==> src/hw/uecr_pkg.sv <==
package uecr_pkg;
	// Register byte addresses on the bus (byte address = 4 * index).
	localparam logic [15:0] OFS_SETUP_CMD_LO = 16'h0000;
	localparam logic [15:0] OFS_SETUP_CMD_HI = 16'h0004;
	localparam logic [15:0] OFS_SETUP_DAT_LO = 16'h0008;
	localparam logic [15:0] OFS_SETUP_DAT_HI = 16'h000c;
	localparam logic [15:0] OFS_SETUP_LEN = 16'h0010;
	localparam logic [15:0] OFS_CONTROL = 16'h0014;
	localparam logic [15:0] OFS_ADDR_EP = 16'h0018;
	localparam logic [15:0] OFS_FRAME = 16'h001c;
	localparam logic [15:0] OFS_DESC = 16'h1000;
	localparam logic [15:0] OFS_NAK = 16'h1004;
	localparam logic [15:0] OFS_STALL = 16'h1080;
	localparam logic [15:0] OFS_DL_BASE = 16'h1100;
	localparam logic [15:0] OFS_DL_WPTR = 16'h1180;
	localparam logic [15:0] OFS_REGIO_ADDR = 16'h2000;
	localparam logic [15:0] OFS_REGIO_DATA = 16'h2004;
	localparam logic [15:0] OFS_DESCRIPTOR = 16'h3000;
	// Endpoint description fields.
	localparam int PS_LSB = 0;
	localparam int OUTCOME_LSB = 10;
	localparam int KIND_LSB = 12;
	localparam int DIR_BIT = 14;
	localparam int TOGGLE_BIT = 15;
	// NAK register and stall policy fields.
	localparam int NAK_HALT_BIT = 4;
	localparam int STALL_BULK_LSB = 1;
	localparam int STALL_LIMIT_LSB = 4;
	localparam int STALL_FE_BIT = 8;
	// Control register bit positions.
	localparam int CTL_BOOT_DONE = 0;
	localparam int CTL_REATTACH = 1;
	localparam int CTL_BOOT_RAM = 2;
	localparam int CTL_IRQ = 3;
	localparam int CTL_ISE = 4;
	localparam int CTL_IIN = 5;
	localparam int CTL_IOU = 6;
	localparam int CTL_FAULT = 7;
	// Register I/O address fields.
	localparam int RIO_START = 15;
	localparam int RIO_WRITE = 14;
	// Reset values.
	localparam logic [17:0] WPTR_MINUS_ONE = 18'h3ffff;
	localparam logic [15:0] CTL_RESET = 16'h0000;
	localparam logic [31:0] RD_UNMAPPED = 32'h0000_0000;
	// Default device descriptor, 18 bytes packed low byte first.
	localparam logic [7:0] DD_LENGTH = 8'h12;
	localparam logic [15:0] DD_BCD_USB = 16'h0110;
	localparam logic [7:0] DD_CLASS = 8'hff;
	localparam logic [7:0] DD_EP0_SIZE = 8'h08;
	localparam logic [7:0] DD_NUM_CONFIG = 8'h01;
	typedef enum logic [1:0] {UECR_OUT_CLEAR, UECR_OUT_ACK, UECR_OUT_NAK, UECR_OUT_ERR} uecr_outcome_t;
	typedef enum logic [1:0] {UECR_EP_DISABLED, UECR_EP_ISO, UECR_EP_BULK, UECR_EP_INTR} uecr_kind_t;
endpackage

==> src/hw/uecr_ep_if.sv <==
`timescale 1ns/1ps
`default_nettype none
// Per-endpoint transaction events from the USB engine to one endpoint slice.
interface uecr_ep_if;
	logic done;
	uecr_pkg::uecr_outcome_t outcome;
	logic toggle;
	logic fifo_fault;
	logic [15:0] desc;
	logic [4:0] nak;
	logic short_pkt;
	logic halted;
	modport core(output done, output outcome, output toggle, output fifo_fault, input desc, input nak,
		input short_pkt, input halted);
	modport slice(input done, input outcome, input toggle, input fifo_fault, output desc, output nak,
		output short_pkt, output halted);
endinterface
`default_nettype wire

==> src/hw/uecr_ep_slice.sv <==
`timescale 1ns/1ps
`default_nettype none
// One programmable endpoint: description and NAK/halt register.
module uecr_ep_slice (
	input wire logic clk_i,
	input wire logic rst_i,
	uecr_ep_if.slice ep,
	input wire logic desc_we_i,
	input wire logic nak_we_i,
	input wire logic [15:0] wdata_i,
	input wire logic [3:0] refusal_limit_i,
	input wire logic overflow_halt_policy_i
);
	logic [9:0] max_packet_size;
	uecr_pkg::uecr_outcome_t prior_outcome;
	uecr_pkg::uecr_kind_t endpoint_kind;
	logic endpoint_direction;
	logic data_toggle_state;
	logic [3:0] nak_run;
	logic halted_flag;

	// Software-owned configuration fields.
	always_ff @(posedge clk_i) begin
		if (rst_i) begin
			max_packet_size <= 10'h000;
			endpoint_kind <= uecr_pkg::UECR_EP_DISABLED;
			endpoint_direction <= 1'b0;
		end else if (desc_we_i) begin
			max_packet_size <= wdata_i[uecr_pkg::PS_LSB +: 10]; // [RULE1]
			endpoint_kind <= uecr_pkg::uecr_kind_t'(wdata_i[uecr_pkg::KIND_LSB +: 2]); // [RULE3]
			endpoint_direction <= wdata_i[uecr_pkg::DIR_BIT]; // [RULE3]
		end
	end

	// Outcome and toggle follow the engine; an engine event beats a software write.
	always_ff @(posedge clk_i) begin
		if (rst_i) begin
			prior_outcome <= uecr_pkg::UECR_OUT_CLEAR;
			data_toggle_state <= 1'b0;
		end else if (ep.done) begin
			prior_outcome <= ep.outcome; // [RULE2]
			data_toggle_state <= ep.toggle; // [RULE2]
		end else if (desc_we_i) begin
			prior_outcome <= uecr_pkg::uecr_outcome_t'(wdata_i[uecr_pkg::OUTCOME_LSB +: 2]);
			data_toggle_state <= wdata_i[uecr_pkg::TOGGLE_BIT];
		end
	end

	// Consecutive NAK run; restarts after any non-NAK outcome or a short packet.
	always_ff @(posedge clk_i) begin
		if (rst_i) begin
			nak_run <= 4'h0;
		end else if (ep.done) begin
			if (ep.outcome == uecr_pkg::UECR_OUT_NAK && !ep.short_pkt) begin
				nak_run <= nak_run + 4'h1; // [RULE4]
			end else begin
				nak_run <= 4'h0;
			end
		end else if (nak_we_i) begin
			nak_run <= wdata_i[3:0];
		end
	end

	// Halt: a FIFO fault under the stall policy sets it, and wins over a write.
	always_ff @(posedge clk_i) begin
		if (rst_i) begin
			halted_flag <= 1'b0;
		end else if (ep.fifo_fault && overflow_halt_policy_i) begin
			halted_flag <= 1'b1; // [RULE6]
		end else if (nak_we_i) begin
			halted_flag <= wdata_i[uecr_pkg::NAK_HALT_BIT]; // [RULE5]
		end
	end

	assign ep.short_pkt = (nak_run == refusal_limit_i); // [RULE4]
	assign ep.halted = halted_flag;
	assign ep.desc = {data_toggle_state, endpoint_direction, endpoint_kind, prior_outcome, max_packet_size};
	assign ep.nak = {halted_flag, nak_run};

	AST_HALT_ON_FAULT: assert property (@(posedge clk_i) disable iff (rst_i)
		ep.fifo_fault && overflow_halt_policy_i |=> halted_flag) else $error("fault did not halt"); // [RULE6]
	AST_NAK_COUNT: assert property (@(posedge clk_i) disable iff (rst_i)
		ep.done && ep.outcome == uecr_pkg::UECR_OUT_NAK && !ep.short_pkt |=> nak_run == $past(nak_run) + 4'h1)
		else $error("nak run not counted"); // [RULE4]
	AST_OUTCOME: assert property (@(posedge clk_i) disable iff (rst_i)
		ep.done |=> prior_outcome == $past(ep.outcome)) else $error("outcome not recorded"); // [RULE2]
endmodule
`default_nettype wire

==> src/hw/uecr_regs.sv <==
// Chosen here: the register addresses and the Wishbone interface to the registers.
`timescale 1ns/1ps
`default_nettype none
// Summary of operation
// [RULE1] Ten-bit max packet size per endpoint, read/write.
// [RULE2] Two-bit last outcome plus data toggle bit.
// [RULE3] Two-bit endpoint kind and direction bit.
// [RULE4] Four-bit NAK run; short packet at limit.
// [RULE5] Per-endpoint and bulk halt flags, bit n.
// [RULE6] FIFO fault halts endpoint when policy set.
// [RULE7] Three 18-bit download base registers.
// [RULE8] Read-only offset; base plus offset last written.
// [RULE9] Base write sets offset to all ones.
// [RULE10] Latest SETUP eight bytes captured read-only.
// [RULE11] SETUP data register shared OUT/IN bytes.
// [RULE12] Four-bit data stage byte count.
// [RULE13] Register I/O address, write bit, start.
// [RULE14] Register I/O data: write value, read result.
// [RULE15] Firmware sets boot complete when ready.
// [RULE16] Reattach write triggers re-enumeration pulse.
// [RULE17] Boot source bit: one RAM, zero ROM.
// [RULE18] Interrupt flag with setup/in/out causes.
// [RULE19] Setup fault stalls endpoint zero.
// [RULE20] Seven-bit address and last endpoint register.
// [RULE21] Eleven-bit last frame number, read-only.
// [RULE22] Fixed 18-byte USB 1.1 device descriptor.
// [RULE23] Start bit clears when access completes.
module uecr_regs #(
	parameter int NUM_EP = 8
) (
	input wire logic clk_i,
	input wire logic rst_i,
	// Wishbone classic slave.
	input wire logic wb_cyc_i,
	input wire logic wb_stb_i,
	input wire logic wb_we_i,
	input wire logic [15:0] wb_adr_i,
	input wire logic [3:0] wb_sel_i,
	input wire logic [31:0] wb_dat_i,
	output logic [31:0] wb_dat_o,
	output logic wb_ack_o,
	// USB engine events.
	input wire logic [NUM_EP-1:0] ep_done_i,
	input wire logic [2*NUM_EP-1:0] ep_outcome_i,
	input wire logic [NUM_EP-1:0] ep_toggle_i,
	input wire logic [NUM_EP-1:0] ep_fifo_fault_i,
	input wire logic [2:0] bulk_fifo_fault_i,
	input wire logic setup_valid_i,
	input wire logic [63:0] setup_bytes_i,
	input wire logic out_data_valid_i,
	input wire logic [63:0] out_data_i,
	input wire logic [2:0] dl_write_i,
	input wire logic [2:0] irq_cause_i,
	input wire logic irq_clear_i,
	input wire logic sof_valid_i,
	input wire logic [10:0] sof_frame_i,
	input wire logic [3:0] active_ep_i,
	input wire logic regio_done_i,
	input wire logic [15:0] regio_rdata_i,
	// Controls out to the engine.
	output logic [NUM_EP-1:0] ep_halted_o,
	output logic [NUM_EP-1:0] ep_short_pkt_o,
	output logic [2:0] bulk_halted_o,
	output logic ep0_stall_o,
	output logic [63:0] in_data_o,
	output logic [3:0] stage_length_o,
	output logic [6:0] device_address_o,
	output logic ready_o,
	output logic reattach_o,
	output logic boot_from_ram_o,
	output logic regio_start_o,
	output logic regio_write_o,
	output logic [13:0] regio_addr_o,
	output logic [15:0] regio_wdata_o,
	output logic [143:0] descriptor_o
);
	// ------------------------------------------------------------
	// Bus decode
	// ------------------------------------------------------------
	logic req;
	logic wr;
	logic [31:0] wmask;
	logic [31:0] next_rdata;
	logic [15:0] setup_len;
	logic [15:0] ctl;
	logic [15:0] addr_ep;
	logic [10:0] frame_index;
	logic [63:0] setup_cmd;
	logic [63:0] setup_dat;
	logic [15:0] stall_pol;
	logic [17:0] dl_base [3];
	logic [17:0] dl_wptr [3];
	logic [15:0] rio_addr;
	logic [15:0] rio_data;
	logic [15:0] desc_rd [NUM_EP];
	logic [4:0] nak_rd [NUM_EP];
	logic [NUM_EP-1:0] halted_w;
	logic [NUM_EP-1:0] short_w;

	// A new request is only taken while no ack is standing, so every access acks once.
	assign req = wb_cyc_i && wb_stb_i && !wb_ack_o;
	assign wr = req && wb_we_i;
	assign wmask = {{8{wb_sel_i[3]}}, {8{wb_sel_i[2]}}, {8{wb_sel_i[1]}}, {8{wb_sel_i[0]}}};

	// Byte-lane merge used by every writable register.
	function automatic logic [31:0] merge(input logic [31:0] old, input logic [31:0] nw, input logic [31:0] m);
		merge = (old & ~m) | (nw & m);
	endfunction

	// Index of a per-endpoint word in a bank, or NUM_EP when outside it.
	function automatic int bank_index(input logic [15:0] adr, input logic [15:0] base, input int count);
		int idx;
		idx = count;
		if (adr >= base && adr < base + 16'(8 * count) && adr[2:0] == base[2:0]) begin
			idx = int'((adr - base) >> 3);
		end
		bank_index = idx;
	endfunction

	// ------------------------------------------------------------
	// Endpoint slices
	// ------------------------------------------------------------
	genvar g;
	generate
		for (g = 0; g < NUM_EP; g++) begin : gen_ep
			uecr_ep_if epi();
			assign epi.done = ep_done_i[g];
			assign epi.outcome = uecr_pkg::uecr_outcome_t'(ep_outcome_i[2*g +: 2]);
			assign epi.toggle = ep_toggle_i[g];
			assign epi.fifo_fault = ep_fifo_fault_i[g];
			assign desc_rd[g] = epi.desc;
			assign nak_rd[g] = epi.nak;
			assign halted_w[g] = epi.halted;
			assign short_w[g] = epi.short_pkt;
			uecr_ep_slice u_slice (
				.clk_i(clk_i),
				.rst_i(rst_i),
				.ep(epi.slice),
				.desc_we_i(wr && bank_index(wb_adr_i, uecr_pkg::OFS_DESC, NUM_EP) == g),
				.nak_we_i(wr && bank_index(wb_adr_i, uecr_pkg::OFS_NAK, NUM_EP) == g),
				.wdata_i(16'(merge({16'h0000, desc_rd[g]}, wb_dat_i, wmask))),
				.refusal_limit_i(stall_pol[uecr_pkg::STALL_LIMIT_LSB +: 4]),
				.overflow_halt_policy_i(stall_pol[uecr_pkg::STALL_FE_BIT])
			);
		end
	endgenerate

	// ------------------------------------------------------------
	// Stall policy and bulk halts
	// ------------------------------------------------------------
	// A FIFO fault on a bulk endpoint under the policy sets its halt and beats a write.
	always_ff @(posedge clk_i) begin
		if (rst_i) begin
			stall_pol <= 16'h0000;
		end else begin
			if (wr && wb_adr_i == uecr_pkg::OFS_STALL) begin
				stall_pol <= 16'(merge({16'h0000, stall_pol}, wb_dat_i, wmask)); // [RULE5]
			end
			if (stall_pol[uecr_pkg::STALL_FE_BIT]) begin
				for (int i = 0; i < 3; i++) begin
					if (bulk_fifo_fault_i[i]) begin
						stall_pol[uecr_pkg::STALL_BULK_LSB + i] <= 1'b1; // [RULE6]
					end
				end
			end
		end
	end

	// ------------------------------------------------------------
	// Code download base and write pointer
	// ------------------------------------------------------------
	// The pointer advances with each written word; a base write restarts it at minus one.
	always_ff @(posedge clk_i) begin
		if (rst_i) begin
			for (int i = 0; i < 3; i++) begin
				dl_base[i] <= 18'h00000;
				dl_wptr[i] <= uecr_pkg::WPTR_MINUS_ONE;
			end
		end else begin
			for (int i = 0; i < 3; i++) begin
				if (wr && wb_adr_i == uecr_pkg::OFS_DL_BASE + 16'(4 * i)) begin
					dl_base[i] <= 18'(merge({14'h0000, dl_base[i]}, wb_dat_i, wmask)); // [RULE7]
					dl_wptr[i] <= uecr_pkg::WPTR_MINUS_ONE; // [RULE9]
				end else if (dl_write_i[i]) begin
					dl_wptr[i] <= dl_wptr[i] + 18'h00001; // [RULE8]
				end
			end
		end
	end

	// ------------------------------------------------------------
	// SETUP capture, data and length
	// ------------------------------------------------------------
	// Engine data wins over a software write in the same cycle.
	always_ff @(posedge clk_i) begin
		if (rst_i) begin
			setup_cmd <= 64'h0;
			setup_dat <= 64'h0;
			setup_len <= 16'h0000;
		end else begin
			if (setup_valid_i) begin
				setup_cmd <= setup_bytes_i; // [RULE10]
			end
			if (out_data_valid_i) begin
				setup_dat <= out_data_i; // [RULE11]
			end else if (wr && wb_adr_i == uecr_pkg::OFS_SETUP_DAT_LO) begin
				setup_dat[31:0] <= merge(setup_dat[31:0], wb_dat_i, wmask); // [RULE11]
			end else if (wr && wb_adr_i == uecr_pkg::OFS_SETUP_DAT_HI) begin
				setup_dat[63:32] <= merge(setup_dat[63:32], wb_dat_i, wmask);
			end
			if (wr && wb_adr_i == uecr_pkg::OFS_SETUP_LEN) begin
				setup_len <= 16'(merge({16'h0000, setup_len}, wb_dat_i, wmask)); // [RULE12]
			end
		end
	end

	// ------------------------------------------------------------
	// Control, address and frame
	// ------------------------------------------------------------
	// Interrupt cause bits are set by the engine; the set beats a software clear.
	always_ff @(posedge clk_i) begin
		if (rst_i) begin
			ctl <= uecr_pkg::CTL_RESET;
		end else begin
			if (wr && wb_adr_i == uecr_pkg::OFS_CONTROL) begin
				ctl <= 16'(merge({16'h0000, ctl}, wb_dat_i, wmask)); // [RULE15] [RULE17]
			end else if (irq_clear_i) begin
				ctl[uecr_pkg::CTL_IRQ] <= 1'b0;
			end
			if (|irq_cause_i) begin
				ctl[uecr_pkg::CTL_IRQ] <= 1'b1; // [RULE18]
				ctl[uecr_pkg::CTL_ISE] <= irq_cause_i[0];
				ctl[uecr_pkg::CTL_IIN] <= irq_cause_i[1];
				ctl[uecr_pkg::CTL_IOU] <= irq_cause_i[2];
			end
		end
	end

	// Address is software-owned; last active endpoint tracks the engine.
	always_ff @(posedge clk_i) begin
		if (rst_i) begin
			addr_ep <= 16'h0000;
			frame_index <= 11'h000;
		end else begin
			if (wr && wb_adr_i == uecr_pkg::OFS_ADDR_EP) begin
				addr_ep <= 16'(merge({16'h0000, addr_ep}, wb_dat_i, wmask)); // [RULE20]
			end
			if (setup_valid_i || |irq_cause_i) begin
				addr_ep[11:8] <= active_ep_i; // [RULE20]
			end
			if (sof_valid_i) begin
				frame_index <= sof_frame_i; // [RULE21]
			end
		end
	end

	// ------------------------------------------------------------
	// Register I/O bridge
	// ------------------------------------------------------------
	// Completion clears start so firmware can poll; it wins over a rewrite that cycle.
	always_ff @(posedge clk_i) begin
		if (rst_i) begin
			rio_addr <= 16'h0000;
			rio_data <= 16'h0000;
		end else begin
			if (wr && wb_adr_i == uecr_pkg::OFS_REGIO_ADDR && !rio_addr[uecr_pkg::RIO_START]) begin
				rio_addr <= 16'(merge({16'h0000, rio_addr}, wb_dat_i, wmask)); // [RULE13]
			end
			if (regio_done_i && rio_addr[uecr_pkg::RIO_START]) begin
				rio_addr[uecr_pkg::RIO_START] <= 1'b0; // [RULE23]
				if (!rio_addr[uecr_pkg::RIO_WRITE]) begin
					rio_data <= regio_rdata_i; // [RULE14]
				end
			end else if (wr && wb_adr_i == uecr_pkg::OFS_REGIO_DATA) begin
				rio_data <= 16'(merge({16'h0000, rio_data}, wb_dat_i, wmask)); // [RULE14]
			end
		end
	end

	// ------------------------------------------------------------
	// Read mux and outputs
	// ------------------------------------------------------------
	always_comb begin
		int di;
		int ni;
		di = bank_index(wb_adr_i, uecr_pkg::OFS_DESC, NUM_EP);
		ni = bank_index(wb_adr_i, uecr_pkg::OFS_NAK, NUM_EP);
		next_rdata = uecr_pkg::RD_UNMAPPED;
		if (di < NUM_EP) next_rdata = {16'h0000, desc_rd[di]};
		else if (ni < NUM_EP) next_rdata = {27'h0, nak_rd[ni]};
		else begin
			unique case (wb_adr_i)
				uecr_pkg::OFS_SETUP_CMD_LO: next_rdata = setup_cmd[31:0];
				uecr_pkg::OFS_SETUP_CMD_HI: next_rdata = setup_cmd[63:32];
				uecr_pkg::OFS_SETUP_DAT_LO: next_rdata = setup_dat[31:0];
				uecr_pkg::OFS_SETUP_DAT_HI: next_rdata = setup_dat[63:32];
				uecr_pkg::OFS_SETUP_LEN: next_rdata = {16'h0000, setup_len};
				uecr_pkg::OFS_CONTROL: next_rdata = {16'h0000, ctl};
				uecr_pkg::OFS_ADDR_EP: next_rdata = {16'h0000, addr_ep};
				uecr_pkg::OFS_FRAME: next_rdata = {21'h0, frame_index};
				uecr_pkg::OFS_STALL: next_rdata = {16'h0000, stall_pol};
				uecr_pkg::OFS_DL_BASE: next_rdata = {14'h0, dl_base[0]};
				uecr_pkg::OFS_DL_BASE + 16'h0004: next_rdata = {14'h0, dl_base[1]};
				uecr_pkg::OFS_DL_BASE + 16'h0008: next_rdata = {14'h0, dl_base[2]};
				uecr_pkg::OFS_DL_WPTR: next_rdata = {14'h0, dl_wptr[0]};
				uecr_pkg::OFS_DL_WPTR + 16'h0004: next_rdata = {14'h0, dl_wptr[1]};
				uecr_pkg::OFS_DL_WPTR + 16'h0008: next_rdata = {14'h0, dl_wptr[2]};
				uecr_pkg::OFS_REGIO_ADDR: next_rdata = {16'h0000, rio_addr};
				uecr_pkg::OFS_REGIO_DATA: next_rdata = {16'h0000, rio_data};
				default: next_rdata = uecr_pkg::RD_UNMAPPED;
			endcase
		end
	end

	// Ack one cycle after the request; unmapped addresses ack with zero data.
	always_ff @(posedge clk_i) begin
		if (rst_i) begin
			wb_ack_o <= 1'b0;
			wb_dat_o <= 32'h0;
		end else begin
			wb_ack_o <= req;
			wb_dat_o <= req ? next_rdata : 32'h0;
		end
	end

	// Registered copies of the control state for the engine.
	always_ff @(posedge clk_i) begin
		if (rst_i) begin
			ep_halted_o <= '0;
			ep_short_pkt_o <= '0;
			bulk_halted_o <= 3'h0;
			ep0_stall_o <= 1'b0;
			in_data_o <= 64'h0;
			stage_length_o <= 4'h0;
			device_address_o <= 7'h00;
			ready_o <= 1'b0;
			reattach_o <= 1'b0;
			boot_from_ram_o <= 1'b0;
			regio_start_o <= 1'b0;
			regio_write_o <= 1'b0;
			regio_addr_o <= 14'h0000;
			regio_wdata_o <= 16'h0000;
			descriptor_o <= 144'h0;
		end else begin
			ep_halted_o <= halted_w; // [RULE5]
			ep_short_pkt_o <= short_w; // [RULE4]
			bulk_halted_o <= stall_pol[uecr_pkg::STALL_BULK_LSB +: 3]; // [RULE5]
			ep0_stall_o <= ctl[uecr_pkg::CTL_FAULT]; // [RULE19]
			in_data_o <= setup_dat;
			stage_length_o <= setup_len[3:0]; // [RULE12]
			device_address_o <= addr_ep[6:0]; // [RULE20]
			ready_o <= ctl[uecr_pkg::CTL_BOOT_DONE]; // [RULE15]
			reattach_o <= wr && wb_adr_i == uecr_pkg::OFS_CONTROL && wb_sel_i[0]
				&& wb_dat_i[uecr_pkg::CTL_REATTACH]; // [RULE16]
			boot_from_ram_o <= ctl[uecr_pkg::CTL_BOOT_RAM]; // [RULE17]
			regio_start_o <= rio_addr[uecr_pkg::RIO_START] && !regio_done_i; // [RULE13]
			regio_write_o <= rio_addr[uecr_pkg::RIO_WRITE];
			regio_addr_o <= rio_addr[13:0];
			regio_wdata_o <= rio_data; // [RULE14]
			// Descriptor bytes 8..16 are identity fields, left zero here and not set by any other path.
			descriptor_o <= {uecr_pkg::DD_NUM_CONFIG, 64'h0, 8'h00, uecr_pkg::DD_EP0_SIZE, uecr_pkg::DD_CLASS,
				uecr_pkg::DD_CLASS, uecr_pkg::DD_CLASS, uecr_pkg::DD_BCD_USB, 8'h01, uecr_pkg::DD_LENGTH}; // [RULE22]
		end
	end

	AST_WPTR_RESTART: assert property (@(posedge clk_i) disable iff (rst_i)
		wr && wb_adr_i == uecr_pkg::OFS_DL_BASE |=> dl_wptr[0] == 18'h3ffff) else $error("pointer not reset"); // [RULE9]
	AST_WPTR_STEP: assert property (@(posedge clk_i) disable iff (rst_i)
		dl_write_i[1] && !(wr && wb_adr_i == uecr_pkg::OFS_DL_BASE + 16'h0004)
		|=> dl_wptr[1] == $past(dl_wptr[1]) + 18'h00001) else $error("pointer not advanced"); // [RULE8]
	AST_SETUP_CAPTURE: assert property (@(posedge clk_i) disable iff (rst_i)
		setup_valid_i |=> setup_cmd == $past(setup_bytes_i)) else $error("setup not captured"); // [RULE10]
	AST_FRAME: assert property (@(posedge clk_i) disable iff (rst_i)
		sof_valid_i |=> frame_index == $past(sof_frame_i)) else $error("frame not recorded"); // [RULE21]
	AST_IRQ_SET: assert property (@(posedge clk_i) disable iff (rst_i)
		irq_cause_i == 3'h1 |=> ctl[uecr_pkg::CTL_IRQ] && ctl[uecr_pkg::CTL_ISE]) else $error("irq cause lost"); // [RULE18]
	AST_REGIO_DONE: assert property (@(posedge clk_i) disable iff (rst_i)
		regio_done_i && rio_addr[15] |=> !rio_addr[15] ##1 !regio_start_o) else $error("start not cleared"); // [RULE23]
	AST_EP0_STALL: assert property (@(posedge clk_i) disable iff (rst_i)
		ctl[uecr_pkg::CTL_FAULT] |=> ep0_stall_o) else $error("ep0 not stalled"); // [RULE19]
	AST_ACK_ONE: assert property (@(posedge clk_i) disable iff (rst_i)
		wb_cyc_i && wb_stb_i && !wb_ack_o |=> wb_ack_o ##1 !wb_ack_o) else $error("ack not single"); // [RULE13]
endmodule
`default_nettype wire

==> config.mk <==
export PLATFORM = sky130hd
export DESIGN_NAME = uecr_regs
export DESIGN_NICKNAME = d
export VERILOG_FILES = /design/src/hw/uecr_pkg.sv /design/src/hw/uecr_ep_if.sv /design/src/hw/uecr_ep_slice.sv /design/src/hw/uecr_regs.sv
export SDC_FILE = /design/constraint.sdc
export NUM_CORES = 2
export LEC_CHECK = 0
export ABC_AREA = 1
export BUFFER_PORTS_ARGS = -buffer_cell sky130_fd_sc_hd__buf_2
export CAP_MARGIN = 20
export CORE_ASPECT_RATIO = 1.5
export CORE_MARGIN = 3
export CORE_UTILIZATION = 50
export DETAILED_ROUTE_END_ITERATION = 7
export HOLD_SLACK_MARGIN = 0.05
export PLACE_DENSITY = 0.8
export SLEW_MARGIN = 20
export SYNTH_ARGS = -nofsm -noshare
export SYNTH_HDL_FRONTEND = slang
export SYNTH_SLANG_ARGS = --single-unit
==> constraint.sdc <==
create_clock -name clk_i -period 5.4 [get_ports clk_i]
set_clock_uncertainty 0.05 [all_clocks]
set_input_delay 0.81 -clock clk_i [delete_from_list [all_inputs] [get_ports clk_i]]
set_output_delay 0.81 -clock clk_i [all_outputs]
set_load 0.1 [all_outputs]
==> results.py <==
metrics = {
    "yosys": {
        "synth_area_leaders": "dfxtp_1, edfxtp_1, nand2_1",
        "ys_ff_latch": 675,
        "async_reset_ff_share_pct": 0,
        "synth_top_area_share_pct": 35.2,
        "ys_seq_area_share_pct": 45.2,
        "syn_avg_cell_area_um2": 7.31,
        "ys.flop_type": "dfxtp_1",
        "synth-edff-count": 108,
        "synth_area_um2": 32300,
        "yosysWarnings": 0,
        "synth_cells": 4420,
        "synth.distinct_cells": 52,
        "yosysTopAreaCell": "dfxtp_1",
    },
    "die": {
        "die_h_um": 317,
        "io_pins": 577,
        "die_w_um": 213,
        "core_area_um2": 63600,
        "start_util_pct": 50.8,
        "die_area_um2": 67700,
        "num_rows": 113,
    },
    "finish": {
        "final_common_cell": "nand2_1",
        "nNetsFinal": 5054,
        "layout_common_cells": "nand2_1, dfxtp_1, inv_1",
        "fillers": 5893,
        "drive_gt1_share_pct": 13.9,
        "area_growth_syn_to_layout_pct": 13.8,
        "stdcell_count": 5630,
        "fin_util_pct": 57.8,
    },
    "placed_design": {
        "gp_congestion": 1.10,
        "dp_hpwl_mm": 99.1,
        "port_buffers": 463,
        "place_inst": 5501,
    },
    "clock_network": {
        "cts_max_level": 3,
        "cts_max_path_buffers": 3,
        "cts_sinks": 675,
        "cts-root-buf": "clkbuf_16",
        "post_cts_buffers": 0,
        "clk_latency_ns": 0.64,
        "post_cts_resized": 0,
        "path_clk_slew_ns": 0.07,
        "cts_tree": "done",
        "cts_hold_buf": 0,
        "cts_made_buffers": 67,
    },
    "critical_path": {
        "critPathMaxFanout": 13,
        "worstPathArrival_ns": 4.37,
        "crit_type": "primary input to flip-flop",
        "cp.required_ns": 5.86,
        "start_kind": "primary input",
        "end_kind": "flip-flop",
        "r2r_cells": 10,
    },
    "sta": {
        "slew_viol_final": 0,
        "tightestPinTransition_ns": 1.09,
        "final.min_clock_period_ns": 3.91,
        "setup_viol": 0,
        "hold_viol": 0,
        "setup_tns_ns": 0,
        "slew_headroom_pct": 26.9,
        "grt_setup_unrepaired": "no",
        "period_share_pct": 72.4,
        "hold_ws_ns": 0.351,
        "fmax_mhz": 256,
    },
    "global_route": {
        "met1_usage_pct": 39.6,
        "antenna_found_initial": 18,
        "top_usage_layer": "met2",
        "grt_max_degree": 102,
        "grt_pass1_vias": 30100,
        "use_met3_pct": 7.36,
        "gr-usage-all-layers_pct": 37.3,
        "grtUsageMet2_pct": 61.4,
        "grt_pass1_wl_mm": 186,
        "overflow": 0,
    },
    "detailed_routing": {
        "routed_via_density": 5.77,
        "drt-wirelength-per-cell_um": 23.5,
        "drt_iter0_drc": 3852,
        "dr_total_vias": 32500,
        "drc": 0,
        "route.antenna.remaining_nets": 0,
        "drt_pass1_iterations": 7,
        "drt_wl_total_mm": 132,
    },
    "pwr": {
        "peakVddDrop_uv": 216,
        "cellPowerDensity_nw_per_um2": 321,
        "leakagePower_nw": 16.3,
    },
    "hold_path": {
        "hp-class": "primary input to flip-flop",
        "whs_path_depth": 2,
    },
    "flow_run": {
        "cap_violations": 0,
    },
    "status": {
        "status": "finished, final reports clean",
    },
}
==> routing by layer <==
layer | wire length (um) | part of all wire, %
met1 | 43700 | 33
met2 | 60900 | 46
met3 | 12500 | 9.5
met4 | 15100 | 11
met5 | 82 | 0.062
==> area by class of cell <==
cell class	instances	area [um2]	area share [%]
inverters	547	2060	5.61
clock inverters	22	209	0.569
repair buffers	511	2700	7.34
clock buffers	98	1970	5.37
multi-input cells	2963	14200	38.6
well taps	805	1010	2.74
diodes	9	22.5	0.0613
flip-flops and latches	675	14600	39.7
==> worst max-delay path, cell delays in order <==
cell and delay, ns:
buf_2 0.10, nor2_1 0.50, nand2_1 0.31, inv_1 0.26, nand2_1 0.10, inv_1 0.26
nand2_1 0.52, nor2_1 0.37, inv_1 0.13, nor2_1 0.41, inv_1 0.31, o21ai_0 0.22
a21oi_1 0.06
==> kinds of logic after synthesis <==
| kind of cell | count (synthesis) | share of synthesized area (%) |
|---|---|---|
| AOI/OAI and AO/OA | 1039 | 17.6 |
| xor gates and xnor gates | 77 | 2.09 |
| adders and majority gates | 19 | 0.736 |
| buffers and inverters | 894 | 12.2 |
| DFF | 675 | 45.2 |
| other | 1 | 0.0116 |
| and+or+nand+nor | 1715 | 22.2 |
==> path summary, 6_finish.rpt <==
path,startpoint,endpoint,slack (ns)
worst min-delay path,regio_done_i,regio_start_o,0.35
worst max register to register,wb_ack_o,flip-flop,1.87
worst min register to register,gen_ep[5].u_slice.ep.halted,ep_halted_o[5],0.39
worst max-delay path,wb_adr_i[1],flip-flop,1.49
==> metrics by stage <==
step                power (mW)  worst slack, ns  area [um2]
detailed placement        7.11             1.05       34500
global placement          7.09             1.11       34500
finish                    11.8             1.49       36800
CTS                       11.8             1.72       36700
global route              12.1             1.43       36700
floorplan                 6.73             2.18       32700
==> report_power, final <==
group | switching, mW | total, mW | leakage (nW) | internal, mW
Clock | 2.09 | 4.75 | 1.08 | 2.66
Sequential | 0.108 | 5.38 | 5.61 | 5.28
Combinational | 1.34 | 1.65 | 9.62 | 0.306
Total | 3.54 | 11.8 | 16.3 | 8.24
==> synth_stat cells (2+ instances only) <==
cell type,count
xnor2_1,40
o221ai_1,6
o31ai_1,7
nor2_4,7
nand3_2,3
o2111ai_1,2
ha_1,19
a211oi_1,65
o21ai_0,455
xor2_1,37
dfxtp_1,567
a32o_1,3
a22o_1,2
nand3_1,205
a22oi_1,10
nor3b_1,2
a31oi_1,37
edfxtp_1,108
nand4_1,73
clkinv_1,8
nor2_1,517
buf_2,32
nand3b_1,7
inv_2,10
nand2_4,3
buf_1,18
a21oi_1,340
buf_4,145
nand2_2,7
or2_2,6
o21ai_1,9
nor3_1,39
o211ai_1,18
inv_1,529
o22ai_1,77
nor4_1,2
clkbuf_1,152
nor2_2,10
nand2_1,828
nor3_2,3
(Power assumes the default switching activity.)
